### config.mk
export PLATFORM = sky130hd
export DESIGN_NAME = tcc_timer
export DESIGN_NICKNAME = d
export VERILOG_FILES = /design/src/core/tcc_pkg.sv /design/src/core/tcc_timer.sv
export SDC_FILE = /design/constraint.sdc
export NUM_CORES = 1
export LEC_CHECK = 0
export BUFFER_PORTS_ARGS = -buffer_cell sky130_fd_sc_hd__clkbuf_2
export CAP_MARGIN = 10
export CORE_MARGIN = 10
export CORE_UTILIZATION = 45
export CTS_CLUSTER_SIZE = 24
export DETAILED_ROUTE_END_ITERATION = 7
export MAX_ROUTING_LAYER = met4
export PLACE_DENSITY = 0.77
export SYNTH_ARGS = -nofsm -noshare
export SYNTH_HDL_FRONTEND = slang
export SYNTH_SLANG_ARGS = --single-unit
### constraint.sdc
create_clock -name clk -period 3.2 [get_ports clk]
set_clock_uncertainty 0.2 [all_clocks]
set_input_delay 0.64 -clock clk [delete_from_list [all_inputs] [get_ports clk]]
set_output_delay 0.64 -clock clk [all_outputs]
set_load 0.02 [all_outputs]
### src/core/tcc_pkg.sv
package tcc_pkg;
    localparam logic [7:0] OFS_CTRL_A = 8'h00;
    localparam logic [7:0] OFS_CTRL_B = 8'h04;
    localparam logic [7:0] OFS_CNT_LO = 8'h08;
    localparam logic [7:0] OFS_CNT_HI = 8'h0c;
    localparam logic [7:0] OFS_MATCH_A = 8'h10;
    localparam logic [7:0] OFS_MATCH_B = 8'h14;
    localparam logic [7:0] OFS_FLAGS = 8'h18;
    localparam logic [7:0] OFS_IRQ_EN = 8'h1c;
    localparam int CA_CLEAR = 0;
    localparam int CA_CAPTURE = 1;
    localparam int CA_COMPARATOR = 2;
    localparam int CA_EDGE = 3;
    localparam int CA_WIDE = 4;
    localparam int CA_W = 5;
    localparam int CB_CS_LSB = 0;
    localparam int CB_FILTER = 3;
    localparam int CB_W = 4;
    localparam int FL_OVERFLOW = 0;
    localparam int FL_MATCH_A = 1;
    localparam int FL_MATCH_B = 2;
    localparam int FL_CAPTURE = 3;
    localparam int FL_W = 4;
    localparam logic [2:0] CS_STOP = 3'h0;
    localparam logic [2:0] CS_SYS = 3'h1;
    localparam logic [2:0] CS_PRE_FIRST = 3'h2;
    localparam logic [2:0] CS_EXT_FALL = 3'h6;
    localparam logic [2:0] CS_EXT_RISE = 3'h7;
    localparam logic [7:0] MAX8 = 8'hff;
    localparam logic [15:0] MAX16 = 16'hffff;
    localparam logic [7:0] RST_BYTE = 8'h00;
    localparam logic [15:0] RST_CNT = 16'h0000;
    localparam logic [31:0] RST_WORD = 32'h0000_0000;
    localparam int FILTER_SAMPLES = 4;
    localparam int N_PINS = 3;
    localparam int PIN_EXT = 0;
    localparam int PIN_CAPTURE = 1;
    localparam int PIN_COMPARATOR = 2;
endpackage : tcc_pkg

### src/core/tcc_timer.sv
// The APB interface to the registers and the address map were left to the implementer.
`timescale 1ns/1ps
module tcc_timer #(
    parameter int PRESC_TAPS = 4
) (
    input wire logic clk,
    input wire logic rstn,
    input wire logic psel,
    input wire logic penable,
    input wire logic pwrite,
    input wire logic [7:0] paddr,
    input wire logic [31:0] pwdata,
    output logic [31:0] prdata,
    output logic pready,
    output logic pslverr,
    input wire logic [PRESC_TAPS-1:0] presc_tick,
    input wire logic ext_count_pin,
    input wire logic capture_pin,
    input wire logic comparator_out,
    input wire logic [tcc_pkg::FL_W-1:0] irq_ack,
    output logic [tcc_pkg::FL_W-1:0] irq_req
);

    logic [tcc_pkg::CA_W-1:0] ctrl_a_reg;
    logic [tcc_pkg::CB_W-1:0] ctrl_b_reg;
    logic [15:0] cnt_reg;
    logic [15:0] cnt_next;
    logic [7:0] match_a_reg;
    logic [7:0] match_b_reg;
    logic [7:0] temp_reg;
    logic [tcc_pkg::FL_W-1:0] flag_reg;
    logic [tcc_pkg::FL_W-1:0] flag_next;
    logic [tcc_pkg::FL_W-1:0] irq_en_reg;
    logic [tcc_pkg::FL_W-1:0] irq_req_reg;
    logic [31:0] prdata_reg;
    logic pready_reg;
    logic pslverr_reg;
    logic block_reg;

    logic [tcc_pkg::N_PINS-1:0] pin_raw;
    logic [tcc_pkg::N_PINS-1:0] sync1_reg;
    logic [tcc_pkg::N_PINS-1:0] sync2_reg;
    logic ext_prev_reg;
    logic [tcc_pkg::FILTER_SAMPLES-2:0] filt_hist_reg;
    logic filt_out_reg;
    logic trig_prev_reg;

    // control decode
    logic clear_on_match_sel;
    logic capture_mode_en;
    logic comparator_trigger_sel;
    logic capture_rise_sel;
    logic wide_count_sel;
    logic [2:0] clock_select;
    logic noise_filter_en;
    logic wide_capture;
    logic ctc_mode;

    // bus decode
    logic setup;
    logic access_done;
    logic wr;
    logic rd_setup;
    logic addr_hit;
    logic [31:0] rd_word;
    logic [7:0] wbyte;
    logic cnt_wr;

    // event terms
    logic timer_tick;
    logic ext_rise;
    logic ext_fall;
    logic trig_sync;
    logic trig_level;
    logic trig_rise;
    logic trig_fall;
    logic cap_fire;
    logic ovf_set;
    logic eq_a;
    logic eq_b;
    logic match_a_set;
    logic match_b_set;
    logic [tcc_pkg::FL_W-1:0] flag_set;
    logic [tcc_pkg::FL_W-1:0] flag_w1c;

    assign clear_on_match_sel = ctrl_a_reg[tcc_pkg::CA_CLEAR];
    assign capture_mode_en = ctrl_a_reg[tcc_pkg::CA_CAPTURE];
    assign comparator_trigger_sel = ctrl_a_reg[tcc_pkg::CA_COMPARATOR];
    assign capture_rise_sel = ctrl_a_reg[tcc_pkg::CA_EDGE];
    assign wide_count_sel = ctrl_a_reg[tcc_pkg::CA_WIDE];
    assign clock_select = ctrl_b_reg[tcc_pkg::CB_CS_LSB +: 3];
    assign noise_filter_en = ctrl_b_reg[tcc_pkg::CB_FILTER];
    assign wide_capture = capture_mode_en & wide_count_sel;
    assign ctc_mode = clear_on_match_sel & ~capture_mode_en
        & ~wide_count_sel;

    // ---------------- apb slave ----------------
    // one wait-free access cycle: pready rises on the cycle after setup
    assign setup = psel & ~penable;
    assign access_done = psel & penable & pready_reg;
    assign wr = access_done & pwrite;
    assign rd_setup = setup & ~pwrite;
    assign wbyte = pwdata[7:0];
    assign cnt_wr = wr & (paddr == tcc_pkg::OFS_CNT_LO);

    always_comb begin
        rd_word = tcc_pkg::RST_WORD;
        addr_hit = 1'b1;
        case (paddr)
            tcc_pkg::OFS_CTRL_A: begin
                rd_word[tcc_pkg::CA_W-1:0] = ctrl_a_reg;
            end
            tcc_pkg::OFS_CTRL_B: begin
                rd_word[tcc_pkg::CB_W-1:0] = ctrl_b_reg;
            end
            tcc_pkg::OFS_CNT_LO: begin
                rd_word[7:0] = cnt_reg[7:0];
            end
            tcc_pkg::OFS_CNT_HI: begin
                rd_word[7:0] = temp_reg;
            end
            tcc_pkg::OFS_MATCH_A: begin
                rd_word[7:0] = match_a_reg;
            end
            tcc_pkg::OFS_MATCH_B: begin
                // compare value is static, so only capture needs temp
                rd_word[7:0] = wide_capture ? temp_reg : match_b_reg;
            end
            tcc_pkg::OFS_FLAGS: begin
                rd_word[tcc_pkg::FL_W-1:0] = flag_reg;
            end
            tcc_pkg::OFS_IRQ_EN: begin
                rd_word[tcc_pkg::FL_W-1:0] = irq_en_reg;
            end
            default: begin
                addr_hit = 1'b0;
            end
        endcase
    end

    always_ff @(posedge clk) begin
        if (!rstn) begin
            pready_reg <= 1'b0;
            pslverr_reg <= 1'b0;
            prdata_reg <= tcc_pkg::RST_WORD;
        end else begin
            pready_reg <= setup;
            pslverr_reg <= setup & ~addr_hit;
            if (rd_setup) begin
                prdata_reg <= rd_word;
            end
        end
    end

    always_ff @(posedge clk) begin
        if (!rstn) begin
            ctrl_a_reg <= '0;
            ctrl_b_reg <= '0;
            irq_en_reg <= '0;
        end else if (wr) begin
            case (paddr)
                tcc_pkg::OFS_CTRL_A: begin
                    // a source switch may fake an edge; software clears
                    ctrl_a_reg <= pwdata[tcc_pkg::CA_W-1:0];
                end
                tcc_pkg::OFS_CTRL_B: begin
                    ctrl_b_reg <= pwdata[tcc_pkg::CB_W-1:0];
                end
                tcc_pkg::OFS_IRQ_EN: begin
                    irq_en_reg <= pwdata[tcc_pkg::FL_W-1:0];
                end
                default: begin
                end
            endcase
        end
    end

    // ---------------- pin synchronisers ----------------
    assign pin_raw[tcc_pkg::PIN_EXT] = ext_count_pin;
    // the pin is sampled whoever drives it, own port output included
    assign pin_raw[tcc_pkg::PIN_CAPTURE] = capture_pin;
    assign pin_raw[tcc_pkg::PIN_COMPARATOR] = comparator_out;

    genvar gp;
    generate
        for (gp = 0; gp < tcc_pkg::N_PINS; gp++) begin : g_sync
            always_ff @(posedge clk) begin
                if (!rstn) begin
                    sync1_reg[gp] <= 1'b0;
                    sync2_reg[gp] <= 1'b0;
                end else begin
                    sync1_reg[gp] <= pin_raw[gp];
                    sync2_reg[gp] <= sync1_reg[gp];
                end
            end
        end
    endgenerate

    // ---------------- external count clock ----------------
    always_ff @(posedge clk) begin
        if (!rstn) begin
            ext_prev_reg <= 1'b0;
        end else begin
            ext_prev_reg <= sync2_reg[tcc_pkg::PIN_EXT];
        end
    end

    assign ext_rise = sync2_reg[tcc_pkg::PIN_EXT] & ~ext_prev_reg;
    assign ext_fall = ~sync2_reg[tcc_pkg::PIN_EXT] & ext_prev_reg;

    always_comb begin
        timer_tick = 1'b0;
        case (clock_select)
            tcc_pkg::CS_STOP: begin
                timer_tick = 1'b0;
            end
            tcc_pkg::CS_SYS: begin
                timer_tick = 1'b1;
            end
            tcc_pkg::CS_EXT_FALL: begin
                timer_tick = ext_fall;
            end
            tcc_pkg::CS_EXT_RISE: begin
                timer_tick = ext_rise;
            end
            default: begin
                timer_tick = presc_tick[
                    2'(clock_select - tcc_pkg::CS_PRE_FIRST)];
            end
        endcase
    end

    // ---------------- capture trigger path ----------------
    assign trig_sync = comparator_trigger_sel
        ? sync2_reg[tcc_pkg::PIN_COMPARATOR]
        : sync2_reg[tcc_pkg::PIN_CAPTURE];

    // history plus the live sample gives four samples; the filter
    // output lags the raw path by exactly four clocks
    always_ff @(posedge clk) begin
        if (!rstn) begin
            filt_hist_reg <= '0;
            filt_out_reg <= 1'b0;
        end else begin
            filt_hist_reg <= {filt_hist_reg[tcc_pkg::FILTER_SAMPLES-3:0],
                trig_sync};
            if (&{trig_sync, filt_hist_reg}
                    || ~|{trig_sync, filt_hist_reg}) begin
                filt_out_reg <= filt_hist_reg[
                    tcc_pkg::FILTER_SAMPLES-2];
            end
        end
    end

    assign trig_level = noise_filter_en ? filt_out_reg
        : trig_sync;

    always_ff @(posedge clk) begin
        if (!rstn) begin
            trig_prev_reg <= 1'b0;
        end else begin
            trig_prev_reg <= trig_level;
        end
    end

    assign trig_rise = trig_level & ~trig_prev_reg;
    assign trig_fall = ~trig_level & trig_prev_reg;
    assign cap_fire = capture_mode_en
        & (capture_rise_sel ? trig_rise : trig_fall);

    // ---------------- counter ----------------
    always_comb begin
        cnt_next = cnt_reg;
        if (cnt_wr) begin
            // a write wins over anything the tick would do
            cnt_next = wide_count_sel ? {temp_reg, wbyte}
                : {cnt_reg[15:8], wbyte};
        end else if (timer_tick) begin
            if (wide_count_sel) begin
                cnt_next = cnt_reg + 16'h0001;
            end else if (ctc_mode && cnt_reg[7:0] == match_a_reg) begin
                cnt_next = {cnt_reg[15:8], tcc_pkg::RST_BYTE};
            end else begin
                cnt_next = {cnt_reg[15:8],
                    8'(cnt_reg[7:0] + 8'h01)};
            end
        end
    end

    always_ff @(posedge clk) begin
        if (!rstn) begin
            cnt_reg <= tcc_pkg::RST_CNT;
        end else begin
            cnt_reg <= cnt_next;
        end
    end

    assign ovf_set = timer_tick & ~cnt_wr & (wide_count_sel
        ? cnt_reg == tcc_pkg::MAX16
        : cnt_reg[7:0] == tcc_pkg::MAX8);

    // blocks compare matches on the first tick after any counter write, stopped or not
    always_ff @(posedge clk) begin
        if (!rstn) begin
            block_reg <= 1'b0;
        end else if (cnt_wr) begin
            block_reg <= 1'b1;
        end else if (timer_tick) begin
            block_reg <= 1'b0;
        end
    end

    // ---------------- compare ----------------
    assign eq_a = wide_count_sel
        ? cnt_reg == {match_b_reg, match_a_reg}
        : cnt_reg[7:0] == match_a_reg;
    assign eq_b = cnt_reg[7:0] == match_b_reg;
    // match A holds the capture in any capture mode
    assign match_a_set = timer_tick & ~block_reg & eq_a
        & ~capture_mode_en;
    assign match_b_set = timer_tick & ~block_reg & eq_b
        & ~wide_count_sel;

    // ---------------- match / capture registers ----------------
    always_ff @(posedge clk) begin
        if (!rstn) begin
            match_a_reg <= tcc_pkg::RST_BYTE;
            match_b_reg <= tcc_pkg::RST_BYTE;
        end else if (cap_fire) begin
            // a capture beats a same-cycle software write
            match_a_reg <= cnt_reg[7:0];
            if (wide_count_sel) begin
                match_b_reg <= cnt_reg[15:8];
            end
        end else if (wr && paddr == tcc_pkg::OFS_MATCH_A) begin
            match_a_reg <= wbyte;
            if (wide_count_sel) begin
                match_b_reg <= temp_reg;
            end
        end else if (wr && paddr == tcc_pkg::OFS_MATCH_B
                && !wide_count_sel) begin
            match_b_reg <= wbyte;
        end
    end

    // shared high byte: filled by high writes, latched by low reads
    always_ff @(posedge clk) begin
        if (!rstn) begin
            temp_reg <= tcc_pkg::RST_BYTE;
        end else if (wr && (paddr == tcc_pkg::OFS_CNT_HI
                || (paddr == tcc_pkg::OFS_MATCH_B
                && wide_count_sel))) begin
            temp_reg <= wbyte;
        end else if (rd_setup && paddr == tcc_pkg::OFS_CNT_LO) begin
            temp_reg <= cnt_reg[15:8];
        end else if (rd_setup && wide_capture
                && paddr == tcc_pkg::OFS_MATCH_A) begin
            temp_reg <= match_b_reg;
        end
    end

    // ---------------- flags ----------------
    assign flag_set[tcc_pkg::FL_OVERFLOW] = ovf_set;
    assign flag_set[tcc_pkg::FL_MATCH_A] = match_a_set;
    assign flag_set[tcc_pkg::FL_MATCH_B] = match_b_set;
    assign flag_set[tcc_pkg::FL_CAPTURE] = cap_fire;

    genvar gf;
    generate
        for (gf = 0; gf < tcc_pkg::FL_W; gf++) begin : g_flag
            assign flag_w1c[gf] = wr && paddr == tcc_pkg::OFS_FLAGS
                && pwdata[gf];
            // a new event in the clearing cycle survives
            assign flag_next[gf] = flag_set[gf]
                | (flag_reg[gf] & ~(flag_w1c[gf]
                | irq_ack[gf]));
        end
    endgenerate

    always_ff @(posedge clk) begin
        if (!rstn) begin
            flag_reg <= '0;
        end else begin
            flag_reg <= flag_next;
        end
    end

    always_ff @(posedge clk) begin
        if (!rstn) begin
            irq_req_reg <= '0;
        end else begin
            irq_req_reg <= flag_next & irq_en_reg;
        end
    end

    assign prdata = prdata_reg;
    assign pready = pready_reg;
    assign pslverr = pslverr_reg;
    assign irq_req = irq_req_reg;

endmodule : tcc_timer

==> out/metrics.cfg <==
[route]
drtIter0Drc = 634
routedWlPerCell_um = 20.2
viasPerCell = 6.22
postRouteAntennaNets = 0
wl_um = 16100
dr_total_vias = 4970
drt-pass1-iter-count = 7
drc = 0

[hold_path]
worstHoldPathType = reg2reg
hold_depth = 1
min_to = sync2_reg[0]$_SDFF_PN0_
hold_path_startpoint = sync1_reg[0]$_SDFF_PN0_

[yosys]
ys_seq_area_share_pct = 34.0
synth.ff_latch_count = 84
synth_area_per_cell_um2 = 8.00
muxShareOfSynthArea_pct = 5.19
synth_compound_area_share_pct = 23.7
syn_area_mm2 = 0.00494
yosys_warnings = 0
synth-async-reset-ratio_pct = 0
yosys.area_share.simple_pct = 23.5
synth_ff_type = dfxtp_1
synth_top_family_by_area = compound AO/OA/AOI/OAI gates
synthCells = 618
synth-adder-area-share_pct = 0.253
synth_cell_types = 70
synth_edf_count = 0
synthXorXnorAreaFrac_pct = 4.25

[die]
start_util_pct = 45.8
die_h_um = 125
ios = 94
core-area_mm2 = 0.0108
num_rows = 38
dieArea_mm2 = 0.0156
die_x_um = 125

[finish]
final_cell_mix = 84 x dfxtp_1, 80 x nand2_1, 45 x clkbuf_2
final_common_cell = dfxtp_1
layout.nets = 713
seqCellArea_mm2 = 0.00168
largest_register_ffs = 16
diodes = 0
num-fill-cells = 1042
drive_gt1_share_pct = 16.5
multi_input_area_mm2 = 0.00291
area_growth_pct = 9.64

[job]
cap_violations = 0

[power]
p_per_area_mw_per_mm2 = 370
peakVddDrop_mv = 0.165
p_leak_nw = 2.09

[clocking]
cts_buffers = 9
ctsHoldBuffers = 0
clock_latency_ps = 380
clkTransAtPathRegs_ps = 80
cts_tree = built
cts_root_buf = clkbuf_8
htreeDepth = 3
cts_buffer_depth = 2
clock_sink_count = 84
post_cts_resized = 0
post_cts_buffers = 0

[placement]
dp_hpwl_um = 11700
port_buffers = 45
place_congestion = 0.970

[sta]
rsz0062_at_grt = no
min_period_over_period_pct = 80.2
timing.hold.ws_ps = 238
timing.fmax_mhz = 390
final_max_slew_viol_count = 0
fin_crit_ps = 2560
setup_tns_ps = 0
finalHoldViolCount = 0
worstMarginPinSlew_ps = 921
slew_headroom_pct = 38.3
finalSetupViolCount = 0

[worst_setup_path]
worst_ep_required_time_ps = 3300
path_class = reg2reg
end_kind = flip-flop
r2r-start = ctrl_a_reg[2]$_SDFFE_PN0P_
cp-start-kind = flip-flop
r2r_slack_ps = 640
arrival_ps = 2660
cp_max_fo = 20
rr_worst_depth = 8
worstReg2RegEnd = match_b_reg[4]$_SDFFE_PN0P_

[run_status]
outcome = finished, final reports clean

[global_route]
grt_overflow = 0
grt_max_degree = 45
antenna_found_initial = 0
grt.total_usage_pct = 20.5
grt_first_pass_wirelength_um = 25600
grt_pass1_vias = 4752

## worst max path at each step
stage,cells past startpoint,from,end
final,8,ctrl_a_reg[2]$_SDFFE_PN0P_,match_b_reg[4]$_SDFFE_PN0P_
after global routing,8,ctrl_a_reg[2]$_SDFFE_PN0P_,match_b_reg[5]$_SDFFE_PN0P_
after CTS,8,ctrl_a_reg[2]$_SDFFE_PN0P_,match_b_reg[4]$_SDFFE_PN0P_
after detailed placement,8,paddr[5],irq_req[0]$_SDFF_PN0_
after global placement,8,paddr[5],irq_req[0]$_SDFF_PN0_
after floorplan,8,paddr[2],temp_reg[4]$_SDFFE_PN0P_
## critical path: stages, from the launching register on
cell     delay [ps]
dfxtp_1         390
mux2_2          400
a221o_1         340
o21ai_2         160
buf_4           270
nand2_1          80
a22oi_1         190
buf_4           250
mux2i_1         210
## power by group
group | switching [mW] | internal (mW) | total (mW)
combinational | 0.126 | 0.0622 | 0.188
sequential | 0.0229 | 1.06 | 1.08
clock | 0.389 | 0.349 | 0.738
## cells in the mapped netlist (6+ instances only)
cell	count	share of area (%)
dfxtp_1	84	34
nand2_1	80	6.1
nor2_1	44	3.3
a21oi_1	43	4.4
o21ai_0	40	4.0
clkbuf_1	27	2.0
buf_4	25	3.8
mux2i_1	20	4.0
and2_1	18	2.3
nor3_1	15	1.5
xor2_1	15	2.7
inv_1	11	0.84
nand3_1	11	1.1
a22oi_1	10	1.5
and3_1	9	1.1
xnor2_1	9	1.6
a311oi_1	8	1.4
buf_2	8	0.81
nor4_1	8	1.0
a221oi_1	7	1.2
nand4_1	7	0.89
o21ai_1	7	0.71
o2bb2ai_1	7	1.2
a222oi_1	6	1.2
a31o_2	6	1.1
nor3b_1	6	0.91
o22ai_1	6	0.76
## logic make-up (layout without fill, tap and decap cells)
logic type	count (synthesis)	count (layout)
AND/OR/NAND/NOR	228	228
AO/OA/AOI/OAI	175	175
flip-flops	84	84
buffers and inverters	80	98
multiplexers	25	25
XOR/XNOR	24	24
adder cells (fa/ha/maj)	1	1
other	1	24
## area by class of cell
| type | instances | share of cell area (%) |
|---|---|---|
| multi-input cells | 477 | 53.6 |
| flip-flops and latches | 84 | 31.0 |
| repair buffers | 70 | 7.85 |
| well taps | 140 | 3.23 |
| clock buffers | 9 | 2.28 |
| clock inverters | 5 | 1.02 |
| inverters | 14 | 1.02 |
## through the flow
stage | util (%) | worst slack (ps) | instances | total power, mW | instance area [um^2]
finish | 50.2 | 635 | 799 | 2.01 | 5420
floorplan | - | 594 | 641 | 1.25 | 5030
global route | 50.2 | 495 | 799 | 2.08 | 5420
detailed placement | 48.6 | 448 | 785 | 1.29 | 5240
CTS | 50.2 | 649 | 799 | 2.01 | 5420
global placement | 48.6 | 415 | 785 | 1.28 | 5240
## layer usage
layer,global-route usage [%],part of all wire (%),vias up
met5,-,0,-
met4,8.06,3.1,0
met3,4.38,10,47
met2,31.6,46,296
met1,25.7,40,2355
li1,-,-,2272
(Power assumes the default switching activity.)
